===== config.mk =====
export PLATFORM = sky130hd
export DESIGN_NAME = standard_timer
export DESIGN_NICKNAME = d
export VERILOG_FILES = /design/src/logic/standard_timer_pkg.sv /design/src/logic/standard_timer.sv
export VERILOG_INCLUDE_DIRS = /design/src /design/src/logic
export SDC_FILE = /design/constraint.sdc
export NUM_CORES = 1
export LEC_CHECK = 0
export BUFFER_PORTS_ARGS = -buffer_cell sky130_fd_sc_hd__buf_4
export CAP_MARGIN = 20
export CORE_UTILIZATION = 50
export CTS_BUF_LIST = sky130_fd_sc_hd__clkbuf_4 sky130_fd_sc_hd__clkbuf_8 sky130_fd_sc_hd__clkbuf_16
export CTS_CLUSTER_DIAMETER = 60
export DETAILED_ROUTE_END_ITERATION = 12
export PLACE_DENSITY = 0.88
export SLEW_MARGIN = 0
export SYNTH_ARGS = -nofsm -noshare
export SYNTH_HDL_FRONTEND = slang
export SYNTH_SLANG_ARGS = --single-unit
export TNS_END_PERCENT = 1

===== constraint.sdc =====
create_clock -name pclk -period 3.1 [get_ports pclk]
set_input_delay 0.155 -clock pclk [delete_from_list [all_inputs] [get_ports pclk]]
set_output_delay 0.155 -clock pclk [all_outputs]
set_load 0.05 [all_outputs]

===== src/logic/standard_timer_params.svh =====
// Register offsets, reset values and timing counts for the standard timer.
`ifndef STANDARD_TIMER_PARAMS_SVH
`define STANDARD_TIMER_PARAMS_SVH

`define TIMER_CONTROL_0_OFFSET   12'h000
`define TIMER_CONTROL_1_OFFSET   12'h004
`define COUNTER_LOW_BYTE_OFFSET  12'h008
`define COUNTER_HIGH_BYTE_OFFSET 12'h00C
`define COMPARE_LOW_BYTE_OFFSET  12'h010
`define COMPARE_HIGH_BYTE_OFFSET 12'h014

`define TIMER_CONTROL_0_RESET    8'h00
`define TIMER_CONTROL_1_RESET    8'h00
`define COMPARE_RESET            10'h000

`define SYS_DIVIDE               2'h3
`define HIGH_DIVIDE_16           4'hF
`define HIGH_DIVIDE_64           6'h3F
`define PERIOD_STEP_SHIFT        7
`define FULL_SPAN                11'h400

`endif


===== src/logic/standard_timer_pkg.sv =====
// Types shared by the standard timer and its bench.
package standard_timer_pkg;

    typedef enum logic [1:0] {
        MODE_COMPARE = 2'b00,
        MODE_CAPTURE = 2'b01,
        MODE_PWM     = 2'b10,
        MODE_TIMER   = 2'b11
    } mode_t;

    typedef enum logic [2:0] {
        CLK_SYS_4    = 3'b000,
        CLK_SYS      = 3'b001,
        CLK_HIGH_16  = 3'b010,
        CLK_HIGH_64  = 3'b011,
        CLK_TBC_A    = 3'b100,
        CLK_TBC_B    = 3'b101,
        CLK_EXT_RISE = 3'b110,
        CLK_EXT_FALL = 3'b111
    } clock_sel_t;

    typedef struct packed {
        logic       pause_bit;
        clock_sel_t clock_select_field;
        logic       on_off_bit;
        logic [2:0] period_value_field;
    } control_0_t;

    typedef struct packed {
        mode_t      mode_select_field;
        logic [1:0] function_select_field;
        logic       output_control_bit;
        logic       output_polarity_bit;
        logic       period_duty_swap_bit;
        logic       counter_clear_select_bit;
    } control_1_t;

    typedef struct packed {
        logic        psel;
        logic        penable;
        logic        pwrite;
        logic [11:0] paddr;
        logic [31:0] pwdata;
    } apb_req_t;

    typedef struct packed {
        logic        pready;
        logic        pslverr;
        logic [31:0] prdata;
    } apb_rsp_t;

endpackage


===== src/logic/standard_timer.sv =====
// Standard timer: 10-bit up counter, period and compare comparators, APB registers.
//
// Implementation choices: the register offsets and the APB register port.
`timescale 1ns/1ns
`default_nettype none
`include "standard_timer_params.svh"

module standard_timer
(
    // APB clock and reset.
    input  wire logic                         pclk,
    input  wire logic                         presetn,
    // APB slave request and answer.
    input  wire standard_timer_pkg::apb_req_t apb_req,
    output var  standard_timer_pkg::apb_rsp_t apb_rsp,
    // Clock-rate strobes from logic on pclk.
    input  wire logic                         high_speed_clock,
    input  wire logic                         time_base_clock,
    // Timer pins.
    input  wire logic                         external_clock_pin,
    input  wire logic                         capture_input_pin,
    output logic                              timer_output_pin,
    output logic                              timer_output_enable,
    output logic                              complementary_output_pin,
    // Event pulses to the interrupt controller.
    output logic                              compare_event,
    output logic                              period_event
);
    import standard_timer_pkg::*;

    control_0_t  control_0;
    control_1_t  control_1;
    logic [9:0]  counter;
    logic [9:0]  compare_register;
    logic [7:0]  low_buffer;
    logic        on_prev;
    logic [1:0]  sys_prescale;
    logic [5:0]  high_prescale;
    logic        ext_s1, ext_s2, ext_s3;
    logic        cap_s1, cap_s2, cap_s3;
    logic        raw_level;

    logic        on_rise;
    logic        tick;
    logic        run_tick;
    logic [10:0] next_count;
    logic [10:0] period_target;
    logic [10:0] compare_target;
    logic        period_hit;
    logic        compare_hit;
    logic        clear_on_compare;
    logic        clear_hit;
    logic        capture_edge;
    logic        compare_like;
    logic        bus_access;
    logic        bus_setup;
    logic        addr_mapped;
    logic [7:0]  read_byte;

    // Bus phase decode; writes and read side effects land on the completing edge.
    assign bus_setup  = apb_req.psel & ~apb_req.penable;
    assign bus_access = apb_req.psel & apb_req.penable & apb_rsp.pready;
    assign on_rise    = control_0.on_off_bit & ~on_prev;
    assign compare_like = (control_1.mode_select_field == MODE_COMPARE) |
                          (control_1.mode_select_field == MODE_TIMER);

    // Address decode and read mux; low bytes return the shared buffer.
    always_comb
    begin
        addr_mapped = 1'b1;
        read_byte   = 8'h00;
        unique case (apb_req.paddr)
            `TIMER_CONTROL_0_OFFSET:   read_byte = control_0;
            `TIMER_CONTROL_1_OFFSET:   read_byte = control_1;
            `COUNTER_LOW_BYTE_OFFSET:  read_byte = low_buffer;
            `COUNTER_HIGH_BYTE_OFFSET: read_byte = {6'h00, counter[9:8]};
            `COMPARE_LOW_BYTE_OFFSET:  read_byte = low_buffer;
            `COMPARE_HIGH_BYTE_OFFSET: read_byte = {6'h00, compare_register[9:8]};
            default:                   addr_mapped = 1'b0;
        endcase
    end

    // No wait state: the answer is prepared in setup so it leaves a flip-flop.
    always_ff @(posedge pclk or negedge presetn)
    begin
        if (!presetn)
        begin
            apb_rsp <= '0;
        end
        else
        begin
            apb_rsp.pready  <= bus_setup;
            apb_rsp.pslverr <= bus_setup & ~addr_mapped;
            if (bus_setup)
                apb_rsp.prdata <= {24'h000000, read_byte};
        end
    end

    // Control registers; 8-bit data sits in the low lane of pwdata.
    always_ff @(posedge pclk or negedge presetn)
    begin
        if (!presetn)
        begin
            control_0 <= `TIMER_CONTROL_0_RESET;
            control_1 <= `TIMER_CONTROL_1_RESET;
        end
        else if (bus_access && apb_req.pwrite)
        begin
            if (apb_req.paddr == `TIMER_CONTROL_0_OFFSET)
                control_0 <= apb_req.pwdata[7:0];
            if (apb_req.paddr == `TIMER_CONTROL_1_OFFSET)
                control_1 <= apb_req.pwdata[7:0];
        end
    end

    // Low-byte buffer, shared by counter and compare pairs.
    // buffer fill and latch
    always_ff @(posedge pclk or negedge presetn)
    begin
        if (!presetn)
            low_buffer <= 8'h00;
        else if (bus_access && apb_req.pwrite &&
                 apb_req.paddr == `COMPARE_LOW_BYTE_OFFSET)
            low_buffer <= apb_req.pwdata[7:0];
        else if (bus_access && !apb_req.pwrite &&
                 apb_req.paddr == `COUNTER_HIGH_BYTE_OFFSET)
            low_buffer <= counter[7:0];
        else if (bus_access && !apb_req.pwrite &&
                 apb_req.paddr == `COMPARE_HIGH_BYTE_OFFSET)
            low_buffer <= compare_register[7:0];
    end

    // Compare register: capture wins over a simultaneous software load.
    always_ff @(posedge pclk or negedge presetn)
    begin
        if (!presetn)
            compare_register <= `COMPARE_RESET;
        else if (capture_edge)
            compare_register <= counter;
        else if (bus_access && apb_req.pwrite &&
                 apb_req.paddr == `COMPARE_HIGH_BYTE_OFFSET)
            compare_register <= {apb_req.pwdata[1:0], low_buffer};
    end

    // Two-flop synchronisers, then a third stage for edge detection.
    always_ff @(posedge pclk or negedge presetn)
    begin
        if (!presetn)
        begin
            ext_s1 <= 1'b0;
            ext_s2 <= 1'b0;
            ext_s3 <= 1'b0;
            cap_s1 <= 1'b0;
            cap_s2 <= 1'b0;
            cap_s3 <= 1'b0;
        end
        else
        begin
            ext_s1 <= external_clock_pin;
            ext_s2 <= ext_s1;
            ext_s3 <= ext_s2;
            cap_s1 <= capture_input_pin;
            cap_s2 <= cap_s1;
            cap_s3 <= cap_s2;
        end
    end

    // Prescalers run freely, so the first divided tick after start may be short.
    always_ff @(posedge pclk or negedge presetn)
    begin
        if (!presetn)
        begin
            sys_prescale  <= 2'h0;
            high_prescale <= 6'h00;
        end
        else
        begin
            sys_prescale <= sys_prescale + 2'h1;
            if (high_speed_clock)
                high_prescale <= high_prescale + 6'h01;
        end
    end

    // Timer clock selection.
    // clock source select
    always_comb
    begin
        unique case (control_0.clock_select_field)
            CLK_SYS_4:    tick = (sys_prescale == `SYS_DIVIDE);
            CLK_SYS:      tick = 1'b1;
            CLK_HIGH_16:  tick = high_speed_clock &
                                 (high_prescale[3:0] == `HIGH_DIVIDE_16);
            CLK_HIGH_64:  tick = high_speed_clock &
                                 (high_prescale == `HIGH_DIVIDE_64);
            CLK_TBC_A:    tick = time_base_clock;
            CLK_TBC_B:    tick = time_base_clock;
            CLK_EXT_RISE: tick = ext_s2 & ~ext_s3;
            CLK_EXT_FALL: tick = ~ext_s2 & ext_s3;
        endcase
    end

    // Capture edge selection.
    // capture edge select
    always_comb
    begin
        capture_edge = 1'b0;
        if (control_1.mode_select_field == MODE_CAPTURE && control_0.on_off_bit)
        begin
            unique case (control_1.function_select_field)
                2'b00: capture_edge = cap_s2 & ~cap_s3;
                2'b01: capture_edge = ~cap_s2 & cap_s3;
                2'b10: capture_edge = cap_s2 ^ cap_s3;
                2'b11: capture_edge = 1'b0;
            endcase
        end
    end

    assign run_tick   = tick & control_0.on_off_bit & ~control_0.pause_bit & ~on_rise;
    assign next_count = {1'b0, counter} + 11'h001;

    // Match targets; a zero field means the full 1024-clock span.
    // period in 128 steps
    assign period_target  = (control_0.period_value_field == 3'h0) ? `FULL_SPAN :
                            {1'b0, control_0.period_value_field, 7'h00};
    assign compare_target = (compare_register == 10'h000) ? `FULL_SPAN :
                            {1'b0, compare_register};
    assign period_hit  = run_tick & (next_count[10:`PERIOD_STEP_SHIFT] ==
                                     period_target[10:`PERIOD_STEP_SHIFT]) &
                         (next_count[`PERIOD_STEP_SHIFT-1:0] == 7'h00);
    assign compare_hit = run_tick & (next_count == compare_target);

    assign clear_on_compare = compare_like ? control_1.counter_clear_select_bit :
                              (control_1.mode_select_field == MODE_PWM) &
                              control_1.period_duty_swap_bit;
    assign clear_hit = clear_on_compare ? compare_hit : period_hit;

    // The counter; software only reaches it through the on bit.
    always_ff @(posedge pclk or negedge presetn)
    begin
        if (!presetn)
        begin
            counter <= 10'h000;
            on_prev <= 1'b0;
        end
        else
        begin
            on_prev <= control_0.on_off_bit;
            if (on_rise)
                counter <= 10'h000;
            else if (clear_hit)
                counter <= 10'h000;
            else if (run_tick)
                counter <= next_count[9:0];
        end
    end

    // Event pulses; period events are withheld while counter_clear_select_bit selects compare clearing in compare or timer mode.
    always_ff @(posedge pclk or negedge presetn)
    begin
        if (!presetn)
        begin
            compare_event <= 1'b0;
            period_event  <= 1'b0;
        end
        else
        begin
            period_event <= period_hit &
                            ~(compare_like & control_1.counter_clear_select_bit);
            if (control_1.mode_select_field == MODE_CAPTURE)
                compare_event <= capture_edge;
            else
                compare_event <= compare_hit &
                                 ~(compare_like & (compare_register == 10'h000));
        end
    end

    // Internal output level before polarity.
    always_ff @(posedge pclk or negedge presetn)
    begin
        if (!presetn)
            raw_level <= 1'b0;
        else if (on_rise && control_1.mode_select_field != MODE_CAPTURE)
            raw_level <= control_1.output_control_bit;
        else if (control_1.mode_select_field == MODE_COMPARE && compare_hit &&
                 compare_register != 10'h000)
        begin
            unique case (control_1.function_select_field)
                2'b00: raw_level <= raw_level;
                2'b01: if (control_1.output_control_bit) raw_level <= 1'b0;
                2'b10: if (!control_1.output_control_bit) raw_level <= 1'b1;
                2'b11: raw_level <= ~raw_level;
            endcase
        end
        else if (control_1.mode_select_field == MODE_PWM)
        begin
            unique case (control_1.function_select_field)
                2'b00: raw_level <= ~control_1.output_control_bit;
                2'b01: raw_level <= control_1.output_control_bit;
                2'b10:
                begin
                    if (clear_hit)
                        raw_level <= control_1.output_control_bit;
                    else if (control_1.period_duty_swap_bit ? period_hit : compare_hit)
                        raw_level <= ~control_1.output_control_bit;
                end
                2'b11: if (compare_hit) raw_level <= ~control_1.output_control_bit;
            endcase
        end
    end

    // Pins leave flip-flops; the pair always moves together.
    always_ff @(posedge pclk or negedge presetn)
    begin
        if (!presetn)
        begin
            timer_output_pin         <= 1'b0;
            complementary_output_pin <= 1'b1;
            timer_output_enable      <= 1'b0;
        end
        else
        begin
            timer_output_enable <= (control_1.mode_select_field != MODE_TIMER);
            timer_output_pin         <= raw_level ^ control_1.output_polarity_bit;
            complementary_output_pin <= ~(raw_level ^ control_1.output_polarity_bit);
        end
    end

endmodule

`default_nettype wire


==> flow_summary.json <==
{
  "fin_crit_ns": 3.03,
  "final_area_um2": 5230,
  "p_leak_nw": 2.39,
  "ys_async_sr_fraction_pct": 100,
  "die_w_um": 97.1,
  "crit_type": "flop to flop",
  "peakVddDrop_mv": 0.223,
  "syn2layout_area_growth_pct": 15.8,
  "rows": 34,
  "clk_pin_slew_ns": 0.09,
  "setup_viol": 0,
  "p_total_mw": 2.14,
  "crit_path_start_kind": "flop",
  "min_path_cells": 3,
  "grtUsageTotal_pct": 24.9,
  "drt-total-wl_um": 11700,
  "dp_slack_ns": 0.114,
  "cts_sinks": 75,
  "hp-class": "input port to flop",
  "p_comb_share_pct": 11.0,
  "status": "complete, no violations",
  "fp.coreArea_um2": 8720,
  "syn-cell-area_um2": 4520,
  "ys_warn_count": 0,
  "pin_count": 92,
  "via_count": 3922,
  "min_to": "control_1[6]$_DFFE_PN0P_",
  "place_congestion": 0.886,
  "grt_pass1_vias": 3913,
  "first_pass_iters": 5,
  "skew_ns": 0.0118,
  "power_frac_clock_pct": 39.1,
  "grt_antenna_before_repair": 0,
  "die-height_um": 97.1,
  "drv_cap": 0,
  "ys_ff_latch": 75,
  "first_iter_violations": 363,
  "root_buffer": "clkbuf_8",
  "r2r_cells": 8,
  "placed_area_um2": 4940,
  "drive_gt1_share_pct": 21.2,
  "setup-tns-final_ns": 0,
  "end_kind": "flop",
  "htree_num_levels": 3,
  "hold_start": "apb_req[6]",
  "dieArea_um2": 9420,
  "finalMaxSlewViolations": 0,
  "tritoncts": "done",
  "n_antenna_cell": 0,
  "routedWlPerCell_um": 18.4,
  "switchingPower_mw": 0.606,
  "r2r_end": "raw_level$_DFFE_PN0P_",
  "synth.top_cell.area_share_pct": 41.0,
  "r2r_start": "compare_register[5]$_DFFE_PN0P_",
  "internal-power_mw": 1.54,
  "power_density_nw_per_um2": 409,
  "regToRegSetupSlack_ns": 0.07,
  "synth-main-ff-cell": "dfrtp_1",
  "clock_latency_ns": 0.36,
  "fmax_mhz": 330,
  "finalCritPeriodShare_pct": 97.7,
  "synth-edff-count": 0,
  "yosys.area.top_type": "dfrtp_1",
  "clk_path_buf_depth": 2,
  "finalNetCount": 592,
  "ys_seq_area_share_pct": 41.6,
  "arrival_ns": 3.28,
  "grt_max_degree": 76,
  "crit_fanout": 4,
  "final_cell_mix": "dfrtp_1 (74), buf_4 (66), nand2_1 (36)",
  "final_antenna_net_count": 0,
  "seqPwrFrac_pct": 49.9,
  "viasPerCell": 6.16,
  "crit_required_ns": 3.35,
  "layout_commonest_cell": "dfrtp_1",
  "syn_area_per_cell_um2": 9.68,
  "numCtsBuffers": 9,
  "initial_core_util_pct": 51.8,
  "relSlewSlack_pct": 35.4,
  "setup_ws_ns": 0.0719,
  "ys_top_cells_by_area": "dfrtp_1 (41%), mux2i_1 (5.8%), mux2_2 (4.7%), buf_4 (4.3%), ha_1 (4.2%)",
  "synthDistinctLibCells": 60,
  "port_buffers": 43,
  "gr-total-overflow": 0,
  "post-route-util_pct": 60.0,
  "sw_frac_of_total_pct": 28.3,
  "syn_inst": 467,
  "tightest_slew_ns": 0.961,
  "drcViolationCount": 0,
  "grt_pass1_wl_um": 18800,
  "hpwl_um": 8360,
  "hold_viol": 0
}
logic make-up (layout without fill, tap and decap cells):
logic type | Yosys count | count (layout) | synth area share [%]
fa+ha+maj | 15 | 15 | 4.15
other cells | 1 | 24 | 0.0830
mux | 45 | 45 | 10.5
buf+inv | 69 | 108 | 8.39
compound gates | 96 | 96 | 14.1
xor+xnor | 21 | 21 | 4.37
simple gates | 145 | 145 | 16.9
flops | 75 | 75 | 41.6
sequential cells by signal (all words and copies together), names as in the netlist, 2 cells and up:
register / flops
apb_rsp: 10
compare_register: 10
counter: 10
control_0: 8
control_1: 8
low_buffer: 8
high_prescale: 6
sys_prescale: 2
cells in the mapped netlist (all sizes together) (12+ instances only):
cell type and instances:
nor4 12, inv 22, o21ai 17, nor2 27, buf 36, nand2 36, mux2 19, mux2i 26
dfrtp 74, ha 15, nor3 15, a21oi 29
worst max-delay path by stage:
| stage | startpoint | endpoint | cells after the start |
|---|---|---|---|
| 6_report | compare_register[5]$_DFFE_PN0P_ | raw_level$_DFFE_PN0P_ | 8 |
| 5_1_grt | compare_register[5]$_DFFE_PN0P_ | counter[4]$_DFFE_PN0P_ | 9 |
| 4_1_cts | compare_register[5]$_DFFE_PN0P_ | counter[4]$_DFFE_PN0P_ | 9 |
| 3_5_place_dp | compare_register[5]$_DFFE_PN0P_ | raw_level$_DFFE_PN0P_ | 8 |
| 3_3_place_gp | compare_register[5]$_DFFE_PN0P_ | counter[4]$_DFFE_PN0P_ | 9 |
| 2_1_floorplan | counter[1]$_DFFE_PN0P_ | raw_level$_DFFE_PN0P_ | 9 |
final cells by class:
cell class              count  area (um2)
flip-flops and latches     75        1880
well taps                 108         135
multi-input cells         346        2380
repair buffers             70         536
fillers                   699        3490
clock inverters             5        67.6
inverters                  22        82.6
clock buffers              11         151
worst max-delay path, stage by stage (launching register included):
cell     delay, ns
dfrtp_1       0.42
nor4_4        0.31
nand3_1       0.16
or4b_1        0.55
a211o_4       0.39
or4_4         0.56
nand2_1       0.08
nand2_1       0.05
o41a_1        0.39
stage by stage:
stage               hold WS (ns)  instances
floorplan                 -0.141        490
global placement           0.267        617
detailed placement         0.270        617
CTS                       0.0290        637
global route              0.0574        637
finish                    0.0415        637
power by group through the flow:
stage | logic (mW) | registers, mW | clock network (mW)
final | 0.236 | 1.07 | 0.837
after global routing | 0.256 | 1.08 | 0.875
after CTS | 0.237 | 1.07 | 0.834
after detailed placement | 0.231 | 1.09 | 0
after global placement | 0.219 | 1.08 | 0
after floorplan | 0.161 | 1.09 | 0
what timing repair did:
item / CTS / global route
setup buffers: 0 / 0
gates resized for setup: 0 / 5
hold endpoints to repair: 77 / 0
hold buffers: 4 / 0
endpoints found under the setup margin: 0 / 2
routing by layer:
layer | share of wire, % | vias up | wire, um | track usage [%]
met1 | 39 | 1882 | 4570 | 30.6
met4 | 4.2 | 0 | 493 | 14.8
met3 | 8.1 | 48 | 950 | 5.25
met5 | 0 | - | 0 | 0
li1 | - | 1765 | - | -
met2 | 49 | 227 | 5670 | 40.4
No activity file was read; power rests on OpenSTA's default activity.
